===== config.mk =====
export PLATFORM = sky130hd
export DESIGN_NAME = pmc_power_mode_controller
export DESIGN_NICKNAME = d
export VERILOG_FILES = /design/src/hw/pmc_pkg.sv /design/src/hw/pmc_power_mode_controller.sv
export VERILOG_INCLUDE_DIRS = /design/src /design/src/hw
export SDC_FILE = /design/constraint.sdc
export NUM_CORES = 1
export LEC_CHECK = 0
export ABC_AREA = 1
export BUFFER_PORTS_ARGS = -buffer_cell sky130_fd_sc_hd__buf_2
export CORE_ASPECT_RATIO = 0.8
export CORE_MARGIN = 3
export CORE_UTILIZATION = 25
export CTS_CLUSTER_SIZE = 24
export DETAILED_ROUTE_END_ITERATION = 8
export SLEW_MARGIN = 40
export SYNTH_ARGS = -nofsm -noshare
export SYNTH_HDL_FRONTEND = slang
export SYNTH_SLANG_ARGS = --single-unit

===== constraint.sdc =====
create_clock -name aclk -period 2.3 [get_ports aclk]
set_input_delay 0.345 -clock aclk [delete_from_list [all_inputs] [get_ports aclk]]
set_output_delay 0.345 -clock aclk [all_outputs]
set_load 0.01 [all_outputs]

===== src/hw/pmc_regs.svh =====
// Register offsets, field positions, reset values and timing counts of the power mode controller.
// Assumes a 40 MHz system clock and a 32-bit AXI4-Lite register bus.
`ifndef PMC_REGS_SVH
`define PMC_REGS_SVH

// Register byte offsets.
`define PMC_CTRL_OFF       8'h00
`define PMC_STATUS_OFF     8'h04
`define PMC_RESET_CAUSE_OFF 8'h08
`define PMC_WAKE_CFG_OFF   8'h0C
`define PMC_RTC_CNT_OFF    8'h10
`define PMC_RTC_CMP0_OFF   8'h14
`define PMC_RTC_CMP1_OFF   8'h18
`define PMC_RTC_CMP2_OFF   8'h1C
`define PMC_RTC_CAPT_OFF   8'h20
`define PMC_IO_LATCH_OFF   8'h24

// Control register fields.
`define PMC_CTRL_MODE_LSB  0
`define PMC_CTRL_LS_SEL    2
`define PMC_CTRL_CLKOUT    3
`define PMC_CTRL_RTC_EN    4
`define PMC_CTRL_RESET     32'h0000_0000

// Reset cause codes.
`define PMC_CAUSE_POR      2'h0
`define PMC_CAUSE_PIN      2'h1
`define PMC_CAUSE_SHDN     2'h2

// Wake times in nanoseconds and the idle cycle count at 25 ns.
`define PMC_CLK_NS         25
`define PMC_WAKE_IDLE_NS   14000
`define PMC_WAKE_STBY_NS   151000
`define PMC_WAKE_SHDN_NS   1015000
`define PMC_WAKE_IDLE_CYC  (`PMC_WAKE_IDLE_NS / `PMC_CLK_NS)

// Brownout duty cycle in standby: on for one cycle out of this many.
`define PMC_BOD_DUTY       16

`endif


===== src/hw/pmc_pkg.sv =====
// Types shared by the power mode controller.
// Assumes the register header is compiled alongside.
package pmc_pkg;
  typedef enum logic [1:0] {
    PMC_MODE_ACTIVE,
    PMC_MODE_IDLE,
    PMC_MODE_STANDBY,
    PMC_MODE_SHUTDOWN
  } pmc_mode_t;
endpackage


===== src/hw/pmc_power_mode_controller.sv =====
// Power mode controller: mode sequencing, domain gating, wake sources, I/O latch, RTC, reset cause.
// Assumes one 40 MHz clock, AXI4-Lite software access, and pins synchronised here.
//
// The implementer's own choices: the placing of the registers and the AXI4-Lite slave port.
`timescale 1ns/1ps
`default_nettype none
`include "pmc_regs.svh"

module pmc_power_mode_controller #(
  parameter int NUM_IO          = 16,
  parameter int WAKE_STBY_CYC   = `PMC_WAKE_STBY_NS / `PMC_CLK_NS,
  parameter int WAKE_SHDN_CYC   = `PMC_WAKE_SHDN_NS / `PMC_CLK_NS
) (
  // Clock and reset.
  input  wire logic                  aclk,
  input  wire logic                  aresetn,
  // AXI4-Lite slave.
  input  wire logic [7:0]            s_axi_awaddr,
  input  wire logic                  s_axi_awvalid,
  output logic                       s_axi_awready,
  input  wire logic [31:0]           s_axi_wdata,
  input  wire logic [3:0]            s_axi_wstrb,
  input  wire logic                  s_axi_wvalid,
  output logic                       s_axi_wready,
  output logic [1:0]                 s_axi_bresp,
  output logic                       s_axi_bvalid,
  input  wire logic                  s_axi_bready,
  input  wire logic [7:0]            s_axi_araddr,
  input  wire logic                  s_axi_arvalid,
  output logic                       s_axi_arready,
  output logic [31:0]                s_axi_rdata,
  output logic [1:0]                 s_axi_rresp,
  output logic                       s_axi_rvalid,
  input  wire logic                  s_axi_rready,
  // Processor side.
  input  wire logic                  cpu_sleep,
  input  wire logic                  irq_event,
  output pmc_pkg::pmc_mode_t         power_mode,
  output logic                       cpu_reset_n,
  // Domain gating.
  output logic                       cpu_clk_en,
  output logic                       mem_clk_en,
  output logic                       flash_pwr,
  output logic                       sram_pwr,
  output logic                       radio_pwr,
  output logic                       periph_clk_en,
  output logic                       hs_crystal_osc_en,
  output logic                       hs_doubler_en,
  output logic                       always_on_domain_en,
  output logic                       supply_duty,
  output logic                       brownout_detector_en,
  output logic                       por_monitor_en,
  output logic                       sensor_engine_en,
  // Low-speed clock sources and routing.
  input  wire logic                  ls_crystal_osc,
  input  wire logic                  ls_rc_osc,
  output logic                       ls_crystal_osc_en,
  output logic                       ls_rc_osc_en,
  output logic                       ls_clk_out,
  output logic                       ls_clk_out_en,
  // Wake sources and RTC capture.
  input  wire logic                  reset_pin_n,
  input  wire logic                  sensor_wake,
  input  wire logic                  rtc_capture_in,
  // General-purpose pins.
  input  wire logic [NUM_IO-1:0]     io_in,
  input  wire logic [NUM_IO-1:0]     io_out_core,
  output logic [NUM_IO-1:0]          io_out,
  output logic                       io_hold
);
  import pmc_pkg::*;

  initial begin
    if (NUM_IO < 1 || NUM_IO > 30 || WAKE_STBY_CYC < 1 || WAKE_SHDN_CYC < 1) begin
      $error("pmc_power_mode_controller: unsupported parameter value");
    end
  end

  ////////////////////////////////////////////////////////////////////////////////
  // Synchronisers for pins and asynchronous sources.

  localparam int NSYNC = NUM_IO + 5;
  logic [NSYNC-1:0] sync_a;
  logic [NSYNC-1:0] sync_b;
  wire  [NSYNC-1:0] sync_in = {io_in, reset_pin_n, sensor_wake, rtc_capture_in,
                               ls_crystal_osc, ls_rc_osc};

  always_ff @(posedge aclk) begin
    sync_a <= sync_in;
    sync_b <= sync_a;
  end

  wire [NUM_IO-1:0] io_s   = sync_b[NSYNC-1:5];
  wire              rst_pin_s = sync_b[4];
  wire              sens_s = sync_b[3];
  wire              capt_s = sync_b[2];
  wire              lsx_s  = sync_b[1];
  wire              lsr_s  = sync_b[0];

  ////////////////////////////////////////////////////////////////////////////////
  // Registers.

  logic [31:0]        ctrl;
  logic [1:0]         reset_cause;
  logic [NUM_IO-1:0]  wake_pin_mask;
  logic [NUM_IO-1:0]  io_latch;
  logic               sensor_wake_en;
  logic               rtc_wake_en;
  logic [31:0]        rtc_cnt;
  logic [31:0]        rtc_cmp [3];
  logic [31:0]        rtc_capt;
  logic               por_done;

  pmc_mode_t          mode;
  pmc_mode_t          target;
  logic               waking;
  logic [31:0]        wake_cnt;
  logic               shdn_reset;
  logic [3:0]         bod_cnt;
  logic [NUM_IO-1:0]  io_prev;
  logic               lsclk_prev;
  logic               capt_prev;
  logic               rst_pin_prev;

  wire pmc_mode_t req_mode = pmc_mode_t'(ctrl[`PMC_CTRL_MODE_LSB +: 2]);
  wire ls_sel     = ctrl[`PMC_CTRL_LS_SEL];
  wire lsclk_s    = ls_sel ? lsx_s : lsr_s;
  wire rtc_tick   = lsclk_s & ~lsclk_prev;
  wire rtc_run    = ctrl[`PMC_CTRL_RTC_EN] & (mode != PMC_MODE_SHUTDOWN);

  ////////////////////////////////////////////////////////////////////////////////
  // Wake decoding.

  logic [2:0] cmp_hit;
  genvar gi;
  generate
    for (gi = 0; gi < 3; gi++) begin : g_cmp
      assign cmp_hit[gi] = rtc_run & rtc_tick & (rtc_cnt == rtc_cmp[gi]);
    end
  endgenerate

  wire rtc_wake     = rtc_wake_en & (|cmp_hit);
  wire pin_edge     = |((io_s ^ io_prev) & wake_pin_mask);
  wire sens_ev      = sensor_wake_en & sens_s;
  wire stby_wake    = pin_edge | rtc_wake | sens_ev;
  wire reset_pin_ev = ~rst_pin_s;
  wire reset_rel    = rst_pin_s & ~rst_pin_prev;

  ////////////////////////////////////////////////////////////////////////////////
  // Mode sequencer.

  always_ff @(posedge aclk) begin
    io_prev      <= io_s;
    lsclk_prev   <= lsclk_s;
    capt_prev    <= capt_s;
    rst_pin_prev <= rst_pin_s;
    if (!aresetn) begin
      mode       <= PMC_MODE_ACTIVE;
      target     <= PMC_MODE_ACTIVE;
      waking     <= 1'b1;
      wake_cnt   <= WAKE_SHDN_CYC;
      shdn_reset <= 1'b0;
      bod_cnt    <= 4'h0;
    end else begin
      bod_cnt <= bod_cnt + 4'h1;
      if (reset_pin_ev) begin
        mode     <= PMC_MODE_ACTIVE;
        waking   <= 1'b1;
        wake_cnt <= WAKE_SHDN_CYC;
      end else if (waking) begin
        if (wake_cnt <= 32'd1) begin
          waking     <= 1'b0;
          shdn_reset <= 1'b0;
        end else begin
          wake_cnt <= wake_cnt - 32'd1;
        end
      end else begin
        case (mode)
          PMC_MODE_ACTIVE: begin
            if (cpu_sleep && req_mode != PMC_MODE_ACTIVE) begin
              mode <= req_mode;
            end
          end
          PMC_MODE_IDLE: begin
            if (irq_event) begin
              mode     <= PMC_MODE_ACTIVE;
              waking   <= 1'b1;
              wake_cnt <= `PMC_WAKE_IDLE_CYC;
            end
          end
          PMC_MODE_STANDBY: begin
            if (stby_wake) begin
              mode     <= PMC_MODE_ACTIVE;
              waking   <= 1'b1;
              wake_cnt <= WAKE_STBY_CYC;
            end
          end
          PMC_MODE_SHUTDOWN: begin
            if (pin_edge) begin
              mode       <= PMC_MODE_ACTIVE;
              waking     <= 1'b1;
              wake_cnt   <= WAKE_SHDN_CYC;
              shdn_reset <= 1'b1;
            end
          end
          default: mode <= PMC_MODE_ACTIVE;
        endcase
      end
    end
  end

  // Reset cause is loaded with POR under reset and captured again after the power-on release.
  wire clear_regs = !aresetn || reset_pin_ev || (shdn_reset && waking);

  always_ff @(posedge aclk) begin
    if (!aresetn) begin
      por_done    <= 1'b0;
      reset_cause <= `PMC_CAUSE_POR;
    end else begin
      por_done <= 1'b1;
      if (reset_pin_ev) begin
        reset_cause <= `PMC_CAUSE_PIN;
      end else if (mode == PMC_MODE_SHUTDOWN && pin_edge) begin
        reset_cause <= `PMC_CAUSE_SHDN;
      end else if (!por_done) begin
        reset_cause <= `PMC_CAUSE_POR;
      end
    end
  end

  ////////////////////////////////////////////////////////////////////////////////
  // Domain gating and clocks.

  wire m_act  = (mode == PMC_MODE_ACTIVE);
  wire m_idle = (mode == PMC_MODE_IDLE);
  wire m_stby = (mode == PMC_MODE_STANDBY);
  wire m_on   = m_act | m_idle;
  wire held   = reset_pin_ev;

  assign cpu_clk_en           = m_act & ~waking & ~held;
  assign mem_clk_en           = m_act & ~held;
  assign flash_pwr            = m_on & ~held;
  assign sram_pwr             = (m_on | m_stby) & ~held;
  assign radio_pwr            = m_on & ~held;
  assign periph_clk_en        = m_on & ~held;
  assign hs_crystal_osc_en    = m_on & ~held;
  assign hs_doubler_en        = hs_crystal_osc_en;
  assign always_on_domain_en  = (mode != PMC_MODE_SHUTDOWN) & ~held;
  assign supply_duty          = m_stby;
  assign brownout_detector_en = ~held & (m_on | (m_stby & (bod_cnt == 4'h0)));
  assign por_monitor_en       = 1'b1;
  assign sensor_engine_en     = always_on_domain_en;
  assign ls_crystal_osc_en    = always_on_domain_en & ls_sel;
  assign ls_rc_osc_en         = always_on_domain_en & ~ls_sel;
  assign ls_clk_out           = lsclk_s & ctrl[`PMC_CTRL_CLKOUT];
  assign ls_clk_out_en        = ctrl[`PMC_CTRL_CLKOUT] & always_on_domain_en;
  assign cpu_reset_n          = ~held & ~(shdn_reset & waking);
  assign power_mode           = mode;

  // Pins freeze at the latched value in standby and shutdown.
  wire hold = m_stby | (mode == PMC_MODE_SHUTDOWN);
  assign io_hold = hold;
  assign io_out  = hold ? io_latch : io_out_core;

  ////////////////////////////////////////////////////////////////////////////////
  // AXI4-Lite slave.

  logic        aw_got;
  logic        w_got;
  logic [7:0]  aw_addr;
  logic [31:0] w_data;
  logic [3:0]  w_strb;

  assign s_axi_awready = ~aw_got & ~s_axi_bvalid;
  assign s_axi_wready  = ~w_got & ~s_axi_bvalid;
  assign s_axi_arready = ~s_axi_rvalid;
  wire   wr_go = aw_got & w_got & ~s_axi_bvalid;

  function automatic logic [31:0] merge(input logic [31:0] old, input logic [31:0] d,
                                        input logic [3:0] s);
    logic [31:0] r;
    r = old;
    for (int i = 0; i < 4; i++) begin
      if (s[i]) begin
        r[8*i +: 8] = d[8*i +: 8];
      end
    end
    return r;
  endfunction

  wire wr_known = aw_addr inside {`PMC_CTRL_OFF, `PMC_WAKE_CFG_OFF, `PMC_RTC_CNT_OFF,
                   `PMC_RTC_CMP0_OFF, `PMC_RTC_CMP1_OFF, `PMC_RTC_CMP2_OFF};

  always_ff @(posedge aclk) begin
    if (!aresetn) begin
      aw_got       <= 1'b0;
      w_got        <= 1'b0;
      aw_addr      <= 8'h00;
      w_data       <= 32'h0000_0000;
      w_strb       <= 4'h0;
      s_axi_bvalid <= 1'b0;
      s_axi_bresp  <= 2'h0;
    end else begin
      if (s_axi_awvalid && s_axi_awready) begin
        aw_got  <= 1'b1;
        aw_addr <= s_axi_awaddr;
      end
      if (s_axi_wvalid && s_axi_wready) begin
        w_got  <= 1'b1;
        w_data <= s_axi_wdata;
        w_strb <= s_axi_wstrb;
      end
      if (wr_go) begin
        aw_got       <= 1'b0;
        w_got        <= 1'b0;
        s_axi_bvalid <= 1'b1;
        s_axi_bresp  <= wr_known ? 2'h0 : 2'h2;
      end else if (s_axi_bready) begin
        s_axi_bvalid <= 1'b0;
      end
    end
  end

  // Register file; lost on any reset source, so a shutdown wake restarts it cleanly.
  always_ff @(posedge aclk) begin
    if (clear_regs) begin
      ctrl           <= `PMC_CTRL_RESET;
      wake_pin_mask  <= '0;
      sensor_wake_en <= 1'b0;
      rtc_wake_en    <= 1'b0;
      rtc_cnt        <= 32'h0000_0000;
      rtc_capt       <= 32'h0000_0000;
      for (int i = 0; i < 3; i++) begin
        rtc_cmp[i] <= 32'hFFFF_FFFF;
      end
    end else begin
      if (rtc_run && rtc_tick) begin
        rtc_cnt <= rtc_cnt + 32'h1;
      end
      if (rtc_run && capt_s && !capt_prev) begin
        rtc_capt <= rtc_cnt;
      end
      if (cpu_sleep && m_act && !waking) begin
        ctrl[1:0] <= 2'h0;
      end
      if (wr_go) begin
        case (aw_addr)
          `PMC_CTRL_OFF:     ctrl <= merge(ctrl, w_data, w_strb);
          `PMC_WAKE_CFG_OFF: begin
            wake_pin_mask  <= NUM_IO'(merge(32'(wake_pin_mask), w_data, w_strb));
            sensor_wake_en <= w_strb[3] ? w_data[31] : sensor_wake_en;
            rtc_wake_en    <= w_strb[3] ? w_data[30] : rtc_wake_en;
          end
          `PMC_RTC_CNT_OFF:  rtc_cnt <= merge(rtc_cnt, w_data, w_strb);
          `PMC_RTC_CMP0_OFF: rtc_cmp[0] <= merge(rtc_cmp[0], w_data, w_strb);
          `PMC_RTC_CMP1_OFF: rtc_cmp[1] <= merge(rtc_cmp[1], w_data, w_strb);
          `PMC_RTC_CMP2_OFF: rtc_cmp[2] <= merge(rtc_cmp[2], w_data, w_strb);
          default: ;
        endcase
      end
    end
  end

  // Pin latch survives shutdown: it follows the core only while outputs are live.
  always_ff @(posedge aclk) begin
    if (!aresetn) begin
      io_latch <= '0;
    end else if (!hold) begin
      io_latch <= io_out_core;
    end
  end

  logic [31:0] rd_val;
  always_comb begin
    rd_val = 32'h0000_0000;
    case (s_axi_araddr)
      `PMC_CTRL_OFF:        rd_val = ctrl;
      `PMC_STATUS_OFF:      rd_val = {28'h0, 1'b0, waking, mode};
      `PMC_RESET_CAUSE_OFF: rd_val = {30'h0, reset_cause};
      `PMC_WAKE_CFG_OFF:    rd_val = {sensor_wake_en, rtc_wake_en, 30'(wake_pin_mask)};
      `PMC_RTC_CNT_OFF:     rd_val = rtc_cnt;
      `PMC_RTC_CMP0_OFF:    rd_val = rtc_cmp[0];
      `PMC_RTC_CMP1_OFF:    rd_val = rtc_cmp[1];
      `PMC_RTC_CMP2_OFF:    rd_val = rtc_cmp[2];
      `PMC_RTC_CAPT_OFF:    rd_val = rtc_capt;
      `PMC_IO_LATCH_OFF:    rd_val = 32'(io_latch);
      default:              rd_val = 32'h0000_0000;
    endcase
  end
  wire rd_known = s_axi_araddr <= `PMC_IO_LATCH_OFF && s_axi_araddr[1:0] == 2'h0;

  always_ff @(posedge aclk) begin
    if (!aresetn) begin
      s_axi_rvalid <= 1'b0;
      s_axi_rdata  <= 32'h0000_0000;
      s_axi_rresp  <= 2'h0;
    end else if (s_axi_arvalid && s_axi_arready) begin
      s_axi_rvalid <= 1'b1;
      s_axi_rdata  <= rd_val;
      s_axi_rresp  <= rd_known ? 2'h0 : 2'h2;
    end else if (s_axi_rready) begin
      s_axi_rvalid <= 1'b0;
    end
  end
endmodule
`default_nettype wire


-- Word-level counts from Yosys, hierarchy flattened
Memories as Yosys holds them, arrays and structs flattened.
Index checks and enable logic that the tools add are counted.
- $add $sub $neg: 3
- $lt $le $gt $ge: 2
- equal/unequal tests: 37
- multiplexer cells: 110
- bitwise gates (word level): 47
- reduce and logical (&&, ||, !) cells: 43
- operators with widths (operator ; number):
    $mux 8 ; 52
    $mux 32 ; 11
    $pmux 32 s10 ; 1
    $eq 32x32->1 ; 3
    $pmux 32 s3 ; 1
    $eq 8x5->1 const B ; 8
    $add 32x1->32 const B ; 1
    $le 32x1->1 const B ; 1
    $sub 32x1->32 const B ; 1
    $mux 1 ; 30
    $and 1x1->1 ; 26
    $eq 8x4->1 const B ; 3
    $mux 2 ; 12
    $ne 3x3->1 const B ; 8
    $reduce_and 3->1 ; 7
    $and 16x16->16 ; 1
    $eq 8x6->1 const B ; 2
    $logic_not 8->1 ; 2
    $mux 16 ; 1
    $reduce_or 16->1 ; 1
    $xor 16x16->16 ; 1
    $logic_and 1x1->1 ; 12
    $ne 2x2->1 const B ; 5
    $not 1->1 ; 10
    other kinds (22) ; 42
- bits in registers: 317
- RAM bits: 96
- input port bits: 98
- output and inout bits: 78
- memories: 1
- memories (name ; depth ; bits a word ; read ports ; clocked after memory_dff ; write ports ; RTL line ; source):
    rtc_cmp ; 3 ; 32 ; 3 ; 0 ; 3 ; pmc_power_mode_controller.sv:110 ; logic [31:0] rtc_cmp [3];

-- Depth between registers and ports, before layout
- depth after elaboration: 11
- gate-level depth with buffers: 17
- gate-level depth less buffers: 15

-- Least setup slack after synthesis
OpenSTA, ideal clock, no wires.
- path kind: reg-to-reg
- start point: register waking
- end point: memory rtc_cmp[0][0] (enable)
- setup time: 384 ps
- arrival time: 1890 ps
- path slack: 26 ps
- stages on the path, launching flop included: 8
- path buffers: 2
- clock period less this slack: 2274 ps
- cells stage by stage: dfxtp_1 clkbuf_1 a21oi_1 nand2_1 inv_1 buf_2 nand4_1 o21ai_0
- RTL lines (item ; RTL line ; source):
    from (decl) ; pmc_power_mode_controller.sv:116 ; logic waking;
    from (signal assigned) ; pmc_power_mode_controller.sv:160 ; waking <= 1'b1;
    from (signal assigned) ; pmc_power_mode_controller.sv:168 ; waking <= 1'b1;
    from (signal assigned) ; pmc_power_mode_controller.sv:172 ; waking <= 1'b0;
    to (decl) ; pmc_power_mode_controller.sv:110 ;

-- Worst setup path in the final report
- start point: register io_prev[8]
- end point: register wake_cnt[23]
- longest elaborated chain between the ends: 7
- RTL lines (item ; RTL line ; source):
    from (decl) ; pmc_power_mode_controller.sv:120 ; logic [NUM_IO-1:0] io_prev;
    from (signal assigned) ; pmc_power_mode_controller.sv:153 ; io_prev <= io_s;
    $xor 16x16->16 (*) ; pmc_power_mode_controller.sv:143 ; wire pin_edge = |((io_s ^ io_prev) & wake_pin_mask);
    $and 16x16->16 (*) ; pmc_power_mode_controller.sv:143 ;
    $reduce_or 16->1 (*) ; pmc_power_mode_controller.sv:143 ;
    $or 1x1->1 (2 in a row) ; pmc_power_mode_controller.sv:145 ; wire stby_wake = pin_edge | rtc_wake | sens_ev;
    $ne 3x3->1 (no line) ; -- ;
    $reduce_and 5->1 (no line) (*) ; -- ;
    to (signal assigned) ; pmc_power_mode_controller.sv:175 ; wake_cnt <= wake_cnt - 32'd1;
    to (signal assigned) ; pmc_power_mode_controller.sv:188 ; wake_cnt <= `PMC_WAKE_IDLE_CYC;
    to (decl) ; pmc_power_mode_controller.sv:117 ; logic [31:0] wake_cnt;
Every way passes the cells marked *; elsewhere a longest branch is shown, timed or not.
A chain may end at the register's enable or synchronous reset.

==> impl_metrics.tcl <==
set metrics [dict create \
    synth_cell_types 55 \
    cp_slowest_stage_delay_ns 0.31 \
    rows 90 \
    dieArea_um2 80200 \
    firstDrtPassIters 6 \
    async_flop_share_pct 0 \
    fin_skew_ns 0.0263 \
    groute.usage.overall_pct 16.7 \
    synthTopCellsByArea "dfxtp_1 (33%), edfxtp_1 (15%), nand2_1 (12%)" \
    avgSynthCellArea_um2 7.71 \
    crit_type "register to register" \
    rrSetupSlack_ns 0.09 \
    io_pins 176 \
    cts.clk_slew.worst_paths_ns 0.06 \
    r2r_start "io_prev[8]" \
    synth_edf_count 96 \
    synthAdderAreaFrac_pct 0.326 \
    grt_pass1_vias 16461 \
    max_cap_violations 0 \
    crit_path_start_kind "register" \
    routed_wl_um 68700 \
    final_area_um2 23600 \
    hold_viol_final 0 \
    fp.dieW_um 316 \
    yosys.area_share.simple_pct 23.9 \
    area_delta_synth_final_pct 22.7 \
    yosys-mux-area-fraction_pct 0 \
    period_share_pct 96.3 \
    layout_commonest_cell "nand2_1" \
    layout_common_cells "nand2_1 (609), dfxtp_1 (301), a21oi_1 (221)" \
    synth_cells 2492 \
    yosysSeqAreaShare_pct 47.8 \
    fin_crit_ns 2.21 \
    drive_above_1_share_pct 18.2 \
    grt_start_max_net_pins 82 \
    synth_xor_xnor_area_share_pct 4.42 \
    required_ns 2.76 \
    place_ws_ns 0.0333 \
    die_h_um 254 \
    status "finished clean" \
    arrival_ns 2.68 \
    clkLatencyLatePin_ns 0.58 \
    dpl-instance-area_um2 21800 \
    cp_cell_sequence "or2_1, nand3_2, nand4_1, nor2_1, buf_4, nand2_4, a21oi_4, nand3_4, nand2_8, buf_12, inv_6, nor2_2, nor2_1" \
    setup_viol 0 \
    syn-cell-area_um2 19200 \
    cts_tree "built" \
    ir_worst_vdd_mv 0.410 \
    cts.sinks 411 \
    worst_r2r_path_depth 13 \
    layout.nets 2836 \
    core-area_um2 75800 \
    r2r-end "wake_cnt[23]" \
    ant_nets 0 \
    crit_fanout 11 \
    initial_core_util_pct 25.3 \
    synth-main-ff-cell "dfxtp_1" \
    slew-limit-headroom_pct 50.8 \
    worst_pin_slew_ns 0.737 \
    htreeDepth 2 \
    synth-compound-area-share_pct 15.4 \
    min_to "aw_addr[6]" \
    holdPathStages 3 \
    gp_congestion 0.966 \
    yosysWarningCount 0 \
    drt-initial-drc-count 1906 \
    clockBufferDepth 3 \
    crit_top_cell "nor2_1" \
    port_buffers 172 \
    n_fill_cell 8079 \
    via_count 17810 \
    drc 0 \
    viasPerCell 4.71 \
    wire_per_inst_um 18.2 \
    max_freq_mhz 451 \
    antenna_found_initial 2 \
    cts_buffers 42 \
    total_leakage_power_nw 9.17 \
    slew_violations 0 \
    ys_ff_latch 411 \
    synth_largest_area_cell "dfxtp_1" \
    cpMaxStageDelayCell "dfxtp_1" \
    power_density_nw_per_um2 653 \
    worstHoldStart "s_axi_awaddr[6]" \
    dp_hpwl_um 50800 \
    setup_ws_ns 0.0851 \
    grt_overflow 0 \
    synth_top_family_by_area "simple AND/OR/NAND/NOR gates" \
    grt_pass1_wl_um 103000 \
    end_kind "register" \
    clock_tree.root_cell "clkbuf_16" \
    hold_class "primary input to register" \
    synth_top_area_share_pct 32.8 \
]
report_power, final:
part	switching, mW	total [mW]	internal [mW]
combinational	0.609	0.912	0.303
sequential	0.125	7.67	7.55
clock	3.02	6.80	3.78
total	3.75	15.4	11.6
per-stage QoR:
stage	TNS (ns)	utilization [%]	instances	power (mW)	hold WS, ns
6_report	0	31.1	3779	15.4	0.0322
5_1_grt	-0.0850	31.1	3778	15.9	0.0412
4_1_cts	0	30.8	3770	15.5	0.00401
3_5_place_dp	0	28.7	3670	8.70	0.312
3_3_place_gp	0	28.7	3670	8.70	0.312
2_1_floorplan	0	-	2493	8.24	0.310
layout make-up:
type                    instances  area, um^2  share of cell area, %
repair inverters                2        16.3                 0.0690
repair buffers                332        2260                   9.60
clock inverters                22         183                  0.775
flip-flops and latches        411        9210                   39.1
diodes                          1        2.50                 0.0106
clock buffers                  55        1150                   4.88
multi-input cells            1710        8590                   36.4
inverters                     234         897                   3.81
well taps                    1012        1270                   5.37
what timing repair did:
item / in CTS / in global routing
setup buffers: 0 / 6
endpoints found under the hold margin: 23 / 0
endpoints found under the setup margin: 2 / 145
pin swaps: 0 / 7
hold buffers: 23 / 0
gates resized for setup: 3 / 51
gates cloned: 0 / 2
cells by family (layout without fill, tap and decap cells):
group                    after synthesis  count (layout)
XOR/XNOR                              97              97
other                                  2               4
AO/OA/AOI/OAI                        537             537
AND/OR/NAND/NOR                     1068            1068
buffers and inverters                372             645
adder cells (fa/ha/maj)                5               5
flip-flops                           411             411
how the worst max path moves through the flow:
| stage | startpoint | endpoint | slack, ns | cells past startpoint |
|---|---|---|---|---|
| after floorplan | waking | rtc_cmp[0][0] | 0.03 | 7 |
| after global placement | rtc_cnt[7] | wake_cnt[30] | 0.05 | 13 |
| after detailed placement | s_axi_araddr[0] | s_axi_rdata[1] | 0.03 | 13 |
| after CTS | sync_b[4] | rtc_cmp[0][1] | 0.04 | 8 |
| after global routing | rtc_cnt[6] | wake_cnt[26] | -0.01 | 15 |
| final | io_prev[8] | wake_cnt[23] | 0.09 | 13 |
registers in the layout, summed over array words and instances, names as in the netlist, 4 cells and up:
register and count:
rtc_cmp 96, wake_cnt 32, wake_pin_mask 16, aw_addr 8, io_prev 16, io_latch 16, bod_cnt 4, w_data 32
sync_b 21, sync_a 21, w_strb 4, s_axi_rdata 32, rtc_capt 32, rtc_cnt 32, ctrl 32
per-layer routing:
metal | global-route usage (%) | share of wire [%] | vias to the layer above
met5 | 0 | 0 | -
met4 | 3.66 | 1.7 | 0
met2 | 24.7 | 41 | 737
met1 | 24.9 | 48 | 8323
li1 | - | - | 8676
met3 | 3.37 | 9.3 | 74
synthesized netlist by cell type (8+ instances only):
| cell | n |
|---|---|
| xor2_1 | 17 |
| o211ai_1 | 13 |
| nand2_1 | 614 |
| o22ai_1 | 13 |
| clkbuf_1 | 66 |
| or2_1 | 11 |
| nor2_1 | 195 |
| nor2_2 | 22 |
| nand3_1 | 118 |
| nor3_1 | 29 |
| edfxtp_1 | 96 |
| or2_2 | 12 |
| a21oi_1 | 222 |
| nand4_1 | 32 |
| o2111ai_1 | 21 |
| nor3_2 | 8 |
| buf_4 | 12 |
| o31ai_1 | 9 |
| inv_1 | 213 |
| buf_2 | 51 |
| inv_2 | 17 |
| xnor2_1 | 80 |
| dfxtp_1 | 315 |
| o21ai_0 | 219 |
critical path: cells and delay by family (launching register included):
kind | cells | cell delay, ns
AOI/OAI and AO/OA | 1 | 0.16
buffers and inverters | 3 | 0.33
DFF | 1 | 0.31
and+or+nand+nor | 9 | 1.30
Power figures use the tool's default switching activity.
